<file path="src/hw/pmia_pkg.sv">
package pmia_pkg;

   // ************************************************************
   // bus geometry
   // ************************************************************
   localparam int          AXI_ADDR_W  = 8;
   localparam int          AXI_DATA_W  = 32;
   localparam int          REG_W       = 16;
   localparam logic [1:0]  RESP_OKAY   = 2'h0;
   localparam logic [1:0]  RESP_SLVERR = 2'h2;

   // ************************************************************
   // register indices; byte address is four times the index
   // ************************************************************
   localparam logic [5:0]  IDX_CTRL    = 6'h0d;
   localparam logic [5:0]  IDX_DATA    = 6'h0e;
   localparam logic [5:0]  IDX_STATUS  = 6'h0f;

   // ************************************************************
   // access control field layout and reset values
   // ************************************************************
   localparam int          OP_MSB      = 15;
   localparam int          OP_LSB      = 14;
   localparam int          RSVD_MSB    = 13;
   localparam int          RSVD_LSB    = 5;
   localparam int          DEV_MSB     = 4;
   localparam int          DEV_LSB     = 0;
   localparam logic [4:0]  DEV_RESET   = 5'h00;
   localparam logic [8:0]  RSVD_RESET  = 9'h000;
   localparam logic [15:0] ADDR_RESET  = 16'h0000;

   typedef enum logic [1:0] {
      PMIA_OP_REG      = 2'h0,
      PMIA_OP_DATA     = 2'h1,
      PMIA_OP_DATA_INC = 2'h2,
      PMIA_OP_DATA_WR  = 2'h3
   } pmia_op_type;

   // ************************************************************
   // extended status bits
   // ************************************************************
   localparam int          ST_X_FD     = 15;
   localparam int          ST_X_HD     = 14;
   localparam int          ST_T_FD     = 13;
   localparam int          ST_T_HD     = 12;

   typedef enum logic [1:0] {
      PMIA_SEL_CTRL,
      PMIA_SEL_DATA,
      PMIA_SEL_STATUS,
      PMIA_SEL_NONE
   } pmia_sel_type;

   // write request into the extended register store
   typedef struct packed {
      logic        we;
      logic [4:0]  dev;
      logic [15:0] addr;
      logic [15:0] data;
   } pmia_ext_wr_type;

   // read lookup into the extended register store
   typedef struct packed {
      logic [4:0]  dev;
      logic [15:0] addr;
   } pmia_ext_rd_type;

endpackage

</file>
<file path="src/hw/pmia_regs.sv">
// Decided for this implementation: the AXI4-Lite register port.
`timescale 1ns/1ps
// Function
// RULE_01 - control bits 4:0 hold the extended device address used by accesses.
// RULE_02 - control bits 15:14 hold the operation; 00 means address mode.
// RULE_03 - operation 11: data port, address advances after writes only.
// RULE_04 - operation 01: data, no advance; operation 10: advance on reads and writes.
// RULE_05 - operation 00: companion register reads and writes the target address.
// RULE_06 - non-zero operation: companion register moves the addressed register's data.
// RULE_07 - status bit 15 reads 0: no 1000BASE-X full duplex.
// RULE_08 - status bit 14 reads 0: no 1000BASE-X half duplex.
// RULE_09 - status bit 13 reads 1: 1000BASE-T full duplex supported.
// RULE_10 - software sets device and address mode, writes address, then switches to data.
// RULE_11 - each post-increment adds exactly one after the qualifying access.
module pmia_regs #(
   parameter int         DEV_BITS   = 2,
   parameter int         REG_BITS   = 3,
   parameter logic       T_HD_CAP   = 1'b0
) (
   input  wire logic                           aclk,
   input  wire logic                           aresetn,
   input  wire logic [pmia_pkg::AXI_ADDR_W-1:0] s_axi_awaddr,
   input  wire logic                           s_axi_awvalid,
   output logic                                s_axi_awready,
   input  wire logic [31:0]                    s_axi_wdata,
   input  wire logic [3:0]                     s_axi_wstrb,
   input  wire logic                           s_axi_wvalid,
   output logic                                s_axi_wready,
   output logic [1:0]                          s_axi_bresp,
   output logic                                s_axi_bvalid,
   input  wire logic                           s_axi_bready,
   input  wire logic [pmia_pkg::AXI_ADDR_W-1:0] s_axi_araddr,
   input  wire logic                           s_axi_arvalid,
   output logic                                s_axi_arready,
   output logic [31:0]                         s_axi_rdata,
   output logic [1:0]                          s_axi_rresp,
   output logic                                s_axi_rvalid,
   input  wire logic                           s_axi_rready
);

   // ************************************************************
   // state
   // ************************************************************
   typedef struct packed {
      logic [4:0]                      dev;
      logic [1:0]                      op;
      logic [8:0]                      rsvd;
      logic [15:0]                     addr;
      logic                            aw_got;
      logic [pmia_pkg::AXI_ADDR_W-1:0] awaddr;
      logic                            w_got;
      logic [15:0]                     wdata;
      logic [1:0]                      wstrb;
      logic                            bvalid;
      logic [1:0]                      bresp;
      logic                            rvalid;
      logic [15:0]                     rdata;
      logic [1:0]                      rresp;
   } pmia_state_type;

   pmia_state_type            st_ff;
   pmia_state_type            nxt_st;
   pmia_pkg::pmia_ext_wr_type ext_wr;
   pmia_pkg::pmia_ext_rd_type ext_rd;
   logic [15:0]               ext_rdata;
   logic [15:0]               ctrl_word;
   logic [15:0]               status_word;

   function automatic pmia_pkg::pmia_sel_type decode(
      input logic [pmia_pkg::AXI_ADDR_W-1:0] a
   );
      pmia_pkg::pmia_sel_type s;
      s = pmia_pkg::PMIA_SEL_NONE;
      if (a[1:0] == 2'h0) begin
         case (a[7:2])
            pmia_pkg::IDX_CTRL:   s = pmia_pkg::PMIA_SEL_CTRL;
            pmia_pkg::IDX_DATA:   s = pmia_pkg::PMIA_SEL_DATA;
            pmia_pkg::IDX_STATUS: s = pmia_pkg::PMIA_SEL_STATUS;
            default:              s = pmia_pkg::PMIA_SEL_NONE;
         endcase
      end
      return s;
   endfunction

   // only byte lanes 0 and 1 carry register bits
   function automatic logic [15:0] merge(
      input logic [15:0] old,
      input logic [15:0] wd,
      input logic [1:0]  strb
   );
      return {strb[1] ? wd[15:8] : old[15:8], strb[0] ? wd[7:0] : old[7:0]};
   endfunction

   assign ctrl_word = {st_ff.op, st_ff.rsvd, st_ff.dev};

   always_comb begin
      status_word                    = 16'h0000;
      status_word[pmia_pkg::ST_X_FD] = 1'b0;  // RULE_07
      status_word[pmia_pkg::ST_X_HD] = 1'b0;  // RULE_08
      status_word[pmia_pkg::ST_T_FD] = 1'b1;  // RULE_09
      status_word[pmia_pkg::ST_T_HD] = T_HD_CAP;
   end

   // ************************************************************
   // extended register store
   // ************************************************************
   assign ext_rd.dev  = st_ff.dev;   // RULE_01
   assign ext_rd.addr = st_ff.addr;

   pmia_ext_store #(
      .DEV_BITS (DEV_BITS),
      .REG_BITS (REG_BITS)
   ) u_store (
      .aclk    (aclk),
      .aresetn (aresetn),
      .wr      (ext_wr),
      .rd      (ext_rd),
      .rdata   (ext_rdata)
   );

   // ************************************************************
   // bus handshakes
   // ************************************************************
   assign s_axi_awready = !st_ff.aw_got && !st_ff.bvalid;
   assign s_axi_wready  = !st_ff.w_got && !st_ff.bvalid;
   assign s_axi_arready = !st_ff.rvalid;
   assign s_axi_bvalid  = st_ff.bvalid;
   assign s_axi_bresp   = st_ff.bresp;
   assign s_axi_rvalid  = st_ff.rvalid;
   assign s_axi_rresp   = st_ff.rresp;
   assign s_axi_rdata   = {16'h0000, st_ff.rdata};

   // ************************************************************
   // next state
   // ************************************************************
   always_comb begin
      logic                            aw_ok;
      logic                            w_ok;
      logic [pmia_pkg::AXI_ADDR_W-1:0] wa;
      logic [15:0]                     wd;
      logic [1:0]                      ws;
      logic                            do_wr;
      logic                            do_rd;
      logic                            rd_inc;
      logic                            wr_inc;
      pmia_pkg::pmia_sel_type          wsel;
      pmia_pkg::pmia_sel_type          rsel;
      logic [15:0]                     cw;
      nxt_st = st_ff;
      ext_wr = '0;
      aw_ok  = st_ff.aw_got || (s_axi_awvalid && s_axi_awready);
      w_ok   = st_ff.w_got || (s_axi_wvalid && s_axi_wready);
      wa     = st_ff.aw_got ? st_ff.awaddr : s_axi_awaddr;
      wd     = st_ff.w_got ? st_ff.wdata : s_axi_wdata[15:0];
      ws     = st_ff.w_got ? st_ff.wstrb : s_axi_wstrb[1:0];
      cw     = merge(ctrl_word, wd, ws);
      do_wr  = aw_ok && w_ok;
      do_rd  = s_axi_arvalid && s_axi_arready;
      wsel   = decode(wa);
      rsel   = decode(s_axi_araddr);
      rd_inc = 1'b0;
      wr_inc = 1'b0;

      if (s_axi_bvalid && s_axi_bready) begin
         nxt_st.bvalid = 1'b0;
      end
      if (s_axi_rvalid && s_axi_rready) begin
         nxt_st.rvalid = 1'b0;
      end

      // address and data may arrive in either order; park whichever comes first
      if (s_axi_awvalid && s_axi_awready) begin
         nxt_st.aw_got = 1'b1;
         nxt_st.awaddr = s_axi_awaddr;
      end
      if (s_axi_wvalid && s_axi_wready) begin
         nxt_st.w_got = 1'b1;
         nxt_st.wdata = s_axi_wdata[15:0];
         nxt_st.wstrb = s_axi_wstrb[1:0];
      end

      if (do_rd) begin
         nxt_st.rvalid = 1'b1;
         nxt_st.rresp  = pmia_pkg::RESP_OKAY;
         case (rsel)
            pmia_pkg::PMIA_SEL_CTRL:   nxt_st.rdata = ctrl_word;
            pmia_pkg::PMIA_SEL_STATUS: nxt_st.rdata = status_word;
            pmia_pkg::PMIA_SEL_DATA: begin
               if (st_ff.op == pmia_pkg::PMIA_OP_REG) begin
                  nxt_st.rdata = st_ff.addr;  // RULE_05
               end else begin
                  nxt_st.rdata = ext_rdata;  // RULE_06
               end
               rd_inc = (st_ff.op == pmia_pkg::PMIA_OP_DATA_INC);  // RULE_04
            end
            default: begin
               nxt_st.rdata = 16'h0000;
               nxt_st.rresp = pmia_pkg::RESP_SLVERR;
            end
         endcase
      end

      if (do_wr) begin
         nxt_st.aw_got = 1'b0;
         nxt_st.w_got  = 1'b0;
         nxt_st.bvalid = 1'b1;
         nxt_st.bresp  = pmia_pkg::RESP_OKAY;
         case (wsel)
            pmia_pkg::PMIA_SEL_CTRL: begin
               nxt_st.dev  = cw[pmia_pkg::DEV_MSB:pmia_pkg::DEV_LSB];  // RULE_01
               nxt_st.rsvd = cw[pmia_pkg::RSVD_MSB:pmia_pkg::RSVD_LSB];
               nxt_st.op   = cw[pmia_pkg::OP_MSB:pmia_pkg::OP_LSB];  // RULE_02
            end
            pmia_pkg::PMIA_SEL_DATA: begin
               if (st_ff.op == pmia_pkg::PMIA_OP_REG) begin
                  nxt_st.addr = merge(st_ff.addr, wd, ws);  // RULE_05
               end else begin
                  ext_wr.we   = 1'b1;  // RULE_06
                  ext_wr.dev  = st_ff.dev;
                  ext_wr.addr = st_ff.addr;
                  ext_wr.data = merge(ext_rdata, wd, ws);
                  wr_inc      = 1'b1;  // RULE_03 RULE_04
                  if (st_ff.op == pmia_pkg::PMIA_OP_DATA) begin
                     wr_inc = 1'b0;  // RULE_04
                  end
               end
            end
            pmia_pkg::PMIA_SEL_STATUS: begin
               // read-only: write accepted and dropped
               nxt_st.bresp = pmia_pkg::RESP_OKAY;
            end
            default: nxt_st.bresp = pmia_pkg::RESP_SLVERR;
         endcase
      end

      // a read and a write in one cycle each advance once
      nxt_st.addr = nxt_st.addr + {15'h0000, rd_inc} + {15'h0000, wr_inc};  // RULE_11
   end

   always_ff @(posedge aclk) begin
      if (!aresetn) begin
         st_ff      <= '0;
         st_ff.dev  <= pmia_pkg::DEV_RESET;
         st_ff.rsvd <= pmia_pkg::RSVD_RESET;
         st_ff.addr <= pmia_pkg::ADDR_RESET;
         st_ff.op   <= pmia_pkg::PMIA_OP_REG;
      end else begin
         st_ff <= nxt_st;
      end
   end

endmodule

</file>
<file path="src/hw/pmia_ext_store.sv">
`timescale 1ns/1ps
// small flip-flop model of the extended register spaces; only the low
// dev_bits of the device and low reg_bits of the register address index it
module pmia_ext_store #(
   parameter int DEV_BITS = 2,
   parameter int REG_BITS = 3
) (
   input  wire logic                      aclk,
   input  wire logic                      aresetn,
   input  wire pmia_pkg::pmia_ext_wr_type wr,
   input  wire pmia_pkg::pmia_ext_rd_type rd,
   output logic [15:0]                    rdata
);

   localparam int DEPTH = 1 << (DEV_BITS + REG_BITS);

   typedef struct packed {
      logic [DEPTH-1:0][15:0] mem;
   } pmia_store_state_type;

   pmia_store_state_type st_ff;
   pmia_store_state_type nxt_st;

   logic [DEV_BITS+REG_BITS-1:0] widx;
   logic [DEV_BITS+REG_BITS-1:0] ridx;

   assign widx  = {wr.dev[DEV_BITS-1:0], wr.addr[REG_BITS-1:0]};
   assign ridx  = {rd.dev[DEV_BITS-1:0], rd.addr[REG_BITS-1:0]};
   assign rdata = st_ff.mem[ridx];

   always_comb begin
      nxt_st = st_ff;
      if (wr.we) begin
         nxt_st.mem[widx] = wr.data;
      end
   end

   always_ff @(posedge aclk) begin
      if (!aresetn) begin
         st_ff <= '0;
      end else begin
         st_ff <= nxt_st;
      end
   end

endmodule

</file>
<file path="config.mk">
export PLATFORM = sky130hd
export DESIGN_NAME = pmia_regs
export DESIGN_NICKNAME = d
export VERILOG_FILES = /design/src/hw/pmia_pkg.sv /design/src/hw/pmia_regs.sv /design/src/hw/pmia_ext_store.sv
export SDC_FILE = /design/constraint.sdc
export NUM_CORES = 1
export LEC_CHECK = 0
export BUFFER_PORTS_ARGS = -buffer_cell sky130_fd_sc_hd__buf_2
export CAP_MARGIN = 10
export CORE_UTILIZATION = 36
export CTS_BUF_LIST = sky130_fd_sc_hd__clkbuf_4 sky130_fd_sc_hd__clkbuf_8
export DETAILED_ROUTE_END_ITERATION = 10
export PLACE_DENSITY_LB_ADDON = 0.08
export SLEW_MARGIN = 30
export SYNTH_ARGS = -nofsm -noshare
export SYNTH_HDL_FRONTEND = slang
export SYNTH_SLANG_ARGS = --single-unit
</file>
<file path="constraint.sdc">
create_clock -name aclk -period 4.8 [get_ports aclk]
set_input_delay 1.2 -clock aclk [delete_from_list [all_inputs] [get_ports aclk]]
set_output_delay 1.2 -clock aclk [all_outputs]
set_load 0.01 [all_outputs]
</file>
# Word-level counts from Yosys, hierarchy flattened
# Cells that the tools add are included.
dict set report word_totals {
  reg_bits 594
  in_bits 59
  out_inout_bits 41
  wordCells 129
}
dict set report classes {
  n_addsub 2
  n_lt_le_gt_ge 3
  n_eq_ne 12
  muxes 37
  bitwise_logic 1
  reduce_logical 27
}
# cell n
set ops {}
lappend ops {{$bwmux 512} 1}
lappend ops {{$mux 38} 3}
lappend ops {{$mux 16} 6}
lappend ops {{$bmux 16 s5} 1}
lappend ops {{$demux 16 s5} 1}
lappend ops {{$pmux 16 s3} 1}
lappend ops {{$mux 8} 5}
lappend ops {{$eq 6x4->1 const B} 6}
lappend ops {{$add 16x1->16} 2}
lappend ops {{$mux 19} 1}
lappend ops {{$mux 17} 1}
lappend ops {{$lt 5x6->1 const B} 2}
lappend ops {{$pmux 2 s3} 2}
lappend ops {{$logic_not 2->1} 5}
lappend ops {{$mux 2} 5}
lappend ops {{$logic_and 1x1->1} 9}
lappend ops {{$mux 9} 1}
lappend ops {{$mux 1} 8}
lappend ops {{$eq 2x1->1 const B} 3}
lappend ops {{$eq 2x2->1 const B} 3}
lappend ops {{$reduce_and 3->1} 2}
lappend ops {{$reduce_or 3->1} 2}
lappend ops {{$ge 5x1->1 const B} 1}
lappend ops {{$logic_not 1->1} 4}
lappend ops {{5 further kinds} 7}

# Logic depth before layout (Yosys ltp)
dict set report logic_depth {
  depth_word 12
  depth_mapped 16
  depth_no_buf 11
}

# By module
# A second synthesis with hierarchy kept.
dict set report unflattened {
  hier_cells 3426
  area_unflattened_um2 28641.2
}
# module instances cells_per_inst area_per_inst_um2 seq_area_each_um2
set by_module_without_submodules {}
lappend by_module_without_submodules {pmia_ext_store 1 2849 24038.1 10249.8}
lappend by_module_without_submodules {pmia_regs 1 577 4603.2 1601.5}

# Worst setup path after synthesis
# OpenSTA, ideal clock, no wires.
dict set report synth_timing {
  path_type {in2reg}
  startpoint {input port s_axi_awaddr[0] in the netlist's numbering}
  endpoint {register st_ff, in the netlist ext_rd[10]}
  setup_time_ps 134
  arrival_time_ps 4096
  required_ps 4666
  slack_ps 570
  path_stages 11
  n_path_buf 1
  cell_sequence {or3_1 > a221oi_4 > nand4_1 > mux2_2 > fa_1 > ha_1 > clkbuf_1 > and3_1 > a21o_1 > a21oi_1 > a211oi_1}
}
dict set report synth_between {
  elab_chain_cells 8
  elab_cells_between_ends 10
  cone_classes {add/sub: 2; eq/ne: 1; mux: 6; reduce/logical: 1}
}
# element line_no
set synth_lines {}
lappend synth_lines {{from (decl)} pmia_regs.sv:22} ;# input wire logic [pmia_pkg::AXI_ADDR_W-1:0] s_axi_awaddr,
lappend synth_lines {{$mux 8 (*)} pmia_regs.sv:153} ;# wa = st_ff.aw_got ? st_ff.awaddr : s_axi_awaddr;
lappend synth_lines {{$logic_not 2->1 (*)} pmia_regs.sv:74} ;# if (a[1:0] == 2'h0) begin
lappend synth_lines {{$mux 2 (*)} pmia_regs.sv:74}
lappend synth_lines {{$eq 2x1->1 (*)} pmia_regs.sv:208} ;# case (wsel)
lappend synth_lines {{$mux 16} pmia_regs.sv:208}
lappend synth_lines {{$mux 17} pmia_regs.sv:203} ;# if (do_wr) begin
lappend synth_lines {{$add 16x1->16} pmia_regs.sv:237} ;# nxt_st.addr = nxt_st.addr + {15'h0000, rd_inc} + {15'h0000, wr_inc};
lappend synth_lines {{$add 16x1->16 (*)} pmia_regs.sv:237}
lappend synth_lines {{to (signal assigned)} pmia_regs.sv:248} ;# st_ff <= nxt_st;
lappend synth_lines {{to (decl)} pmia_regs.sv:61} ;# pmia_state_type st_ff;
# Every way passes the cells marked *; elsewhere a longest branch is shown, timed or not.
# A chain may end at the register's enable or synchronous reset.

# Worst setup path in the final report
dict set report layout_timing {
  startpoint {input port s_axi_awaddr[6] in the netlist's numbering}
  endpoint {register st_ff, in the netlist ext_rd[10]}
}
dict set report layout_between {
  elab_chain_cells 9
  elab_cells_between_ends 13
  cone_classes {add/sub: 2; eq/ne: 4; mux: 7}
}
# element line_no
set layout_lines {}
lappend layout_lines {{$mux 8 (*)} pmia_regs.sv:153}
lappend layout_lines {{$eq 6x4->1} pmia_regs.sv:75} ;# case (a[7:2])
lappend layout_lines {{$pmux 2 s3 (*)} pmia_regs.sv:75}
lappend layout_lines {{$mux 2 (*)} pmia_regs.sv:74}
lappend layout_lines {{$eq 2x1->1 (*)} pmia_regs.sv:208}
lappend layout_lines {{$mux 16} pmia_regs.sv:208}
lappend layout_lines {{$mux 17} pmia_regs.sv:203}
lappend layout_lines {{$add 16x1->16} pmia_regs.sv:237}
lappend layout_lines {{$add 16x1->16 (*)} pmia_regs.sv:237}
# Marks and branches as above.

==> reports/qor.csv <==
stage;metric;value;unit
critical_path;end_kind;register;
hold_path;min-delay-start;st_ff[30];
synthesis;yosys-top-cells-area;dfxtp_1 (47%), mux4_2 (9.3%), o21ai_0 (9.0%);
synthesis;synth_xor_area_frac;0.00450;
detailed_routing;dr.pass1.iters;5;
synthesis;synth_compound_area_frac;0.156;
critical_path;timing.critical_path.from;s_axi_awaddr[6];
floorplan;ios;100;
pwr;max-vdd-ir-drop;206;uV
cts;clockRootBuffer;clkbuf_8;
grt;grt_pass1_vias;19135;
synthesis;synth_top_area_cell;dfxtp_1;
synthesis;synthSimpleGateAreaFrac;0.152;
cts;postCtsSetupRepairBufs;0;
critical_path;crit_path_start_kind;input pin;
synthesis;synth.most_common_cell;dfxtp_1;
status;status;complete, no violations;
synthesis;ys_ff_latch;592;
timing;hold_violations;0;
floorplan;core_area;69100;um^2
timing;slew_violations;0;
timing;fmax;0.275;GHz
timing;period_needed;3640;ps
cts;cts_hold_buf;0;
critical_path;r2r-end;ext_rd[10];
pwr;p_switching;2380;uW
timing;fin_worst_skew;32.6;ps
floorplan;dieHeight;267;um
pwr;p_seq_frac;0.476;
cells_and_area;final_cell_count_no_fill;3710;
floorplan;rows;96;
critical_path;timing.rr.start;st_ff[49];
hold_path;hold_path_depth;2;
timing;finalCritPeriodShare;0.759;
detailed_routing;drtIter0Drc;1338;
placement;place_inst;3513;
timing;grt_setup_unrepaired;no;
hold_path;hp-class;register to register;
detailed_routing;wl;75.2;mm
floorplan;die_x;267;um
timing;max_slew_margin;0.379;
cells_and_area;area_delta_synth_final;13.1;%
detailed_routing;vias_per_cell;5.38;
critical_path;critPathRequiredTime;5370;ps
pwr;clockPowerShare;0.493;
synthesis;async_reset_ff_frac;0;
pwr;power.internal;8040;uW
grt;grt_pass1_wl;115;mm
pwr;comb_power_share;0.031;
cells_and_area;nets;2751;
cts;cts.repair.resized;0;
synthesis;synth_top_family_by_area;multiplexers;
run;maxCapViolCount;0;
synthesis;synth_warnings;0;
pwr;powerDensity;364;nW/um^2
synthesis;synth_common_cells;dfxtp_1 (592), o21ai_0 (455), nand3_1 (440), clkbuf_1 (192), mux2i_1 (157);
hold_path;holdPathEnd;st_ff[30];
synthesis;synthAdderAreaFrac;0.00128;
synthesis;muxShareOfSynthArea;0.163;
synthesis;synth_top_area_share;0.468;
floorplan;die_area;71400;um^2
grt;grt_util_all_layers;0.210;
detailed_routing;wire_per_inst;20.3;um
synthesis;mappedNetlistArea;25300;um^2
grt;antenna_found_initial;1;
cts;cts_htree_levels;3;
cts;clk_pin_slew;60;ps
pwr;swShare;0.228;
timing;final-setup-viol-count;0;
detailed_routing;drc;0;
placement;routabilityCongestion;0.798;
grt;grt.overflow.total;0;
synthesis;synth-edff-count;0;
timing;holdWs;453;ps
cells_and_area;register_area;11900;um^2
cts;clock-sinks;592;
floorplan;initial_core_util;0.367;
cells_and_area;multiInputGateArea;12200;um^2
cts;clockBufferDepth;3;
critical_path;r2r_cells;10;
cells_and_area;fillers;6793;
detailed_routing;num_vias;19943;
critical_path;crit_type;input pin to register;
cts;cts_tree;built;
detailed_routing;ant_nets;0;
cts;clk_latency;710;ps
critical_path;worstPathMaxFanout;8;
synthesis;syn_inst;2717;
synthesis;synth.distinct_cells;58;
timing;worst_pin_slew;932;ps
pwr;p_leak;0.00980;uW
grt;grt_max_degree;262;
cts;cts_made_buffers;105;
placement;dp_hpwl;46.7;mm
placement;portBuffers;63;
cells_and_area;drive_gt1_frac;0.176;
critical_path;arrival;4210;ps
synthesis;ys.flop_type;dfxtp_1;
synthesis;synth_area_per_cell;9.32;um^2
timing;fin_tns_setup;0;ps
critical_path;r2r_slack;1160;ps
synthesis;seq_area_frac_synth;0.468;
-- cells by family (layout without fill, tap and decap cells) --
family | count (synthesis) | after routing
flip-flops | 592 | 592
buffers and inverters | 306 | 348
multiplexers | 280 | 280
adder cells (fa/ha/maj) | 2 | 2
AO/OA/AOI/OAI | 730 | 730
other | 1 | 21
AND/OR/NAND/NOR | 793 | 793
XOR/XNOR | 13 | 13
-- power groups by stage --
| stage | clock, uW | combinational [uW] | sequential, uW |
|---|---|---|---|
| floorplan | 0 | 237 | 5060 |
| finish | 5130 | 328 | 4960 |
| global route | 5500 | 360 | 4960 |
| global placement | 0 | 317 | 5060 |
| detailed placement | 0 | 325 | 5060 |
| CTS | 5270 | 325 | 4960 |
-- cell usage in the layout (no fill, tap or decap), types with 53 or more instances in the layout --
| cell | n |
|---|---|
| dfxtp_1 | 589 |
| mux4_2 | 104 |
| nand3_1 | 440 |
| o21ai_0 | 455 |
| a22oi_1 | 53 |
| a21oi_1 | 131 |
| nand2_1 | 132 |
| buf_4 | 79 |
| nor2_1 | 98 |
| buf_2 | 62 |
| mux2i_1 | 155 |
| clkbuf_8 | 139 |
-- area by class of cell --
cell class              count  share of cell area
clock inverters            13             0.00468
flip-flops and latches    592               0.414
inverters                   6            0.000786
well taps                 931              0.0407
clock buffers             180              0.0776
multi-input cells        1836               0.424
repair buffers            149              0.0375
diodes                      3            0.000262
-- how the worst max path moves through the flow --
stage	endpoint	slack (ps)	depth (start not counted)
after floorplan	ext_rd[10]	570	11
after global placement	ext_rd[10]	450	11
after global routing	ext_rd[10]	900	10
after detailed placement	ext_rd[10]	440	11
final	ext_rd[10]	1160	11
after CTS	u_store.st_ff[311]	1050	8
-- worst max-delay path, stage by stage --
cell      delay (ps)
buf_2            110
or4bb_1          480
o22ai_2          340
nand4_1          200
mux2_2           330
fa_1             530
ha_1             380
and3_1           250
a21o_1           180
a21oi_1          140
a211oi_1          70
-- layer usage --
metal	routed length, um	up-vias	global-route usage
li1	-	9829	-
met1	34900	9551	0.280
met2	34800	451	0.341
met3	3710	112	0.0403
met4	1800	0	0.0651
met5	0	-	0
-- metrics by stage --
stage               utilization  setup WS, ps  power [uW]  cell area [um^2]
CTS                       0.414          1050       10600             28600
detailed placement        0.380           439        5390             26200
global route              0.415           896       10800             28600
global placement          0.379           447        5380             26200
floorplan                     -           570        5290             25400
finish                    0.415          1160       10400             28600
-- flip-flops by register name, indices dropped and copies added, names as in the netlist --
register / flops
u_store.st_ff: 512
s_axi_bresp: 1
s_axi_rdata: 16
ctrl_word: 16
st_ff: 28
s_axi_bvalid: 1
s_axi_rresp: 1
s_axi_rvalid: 1
ext_rd: 16
Note: power is estimated with default switching activity, not from simulation.
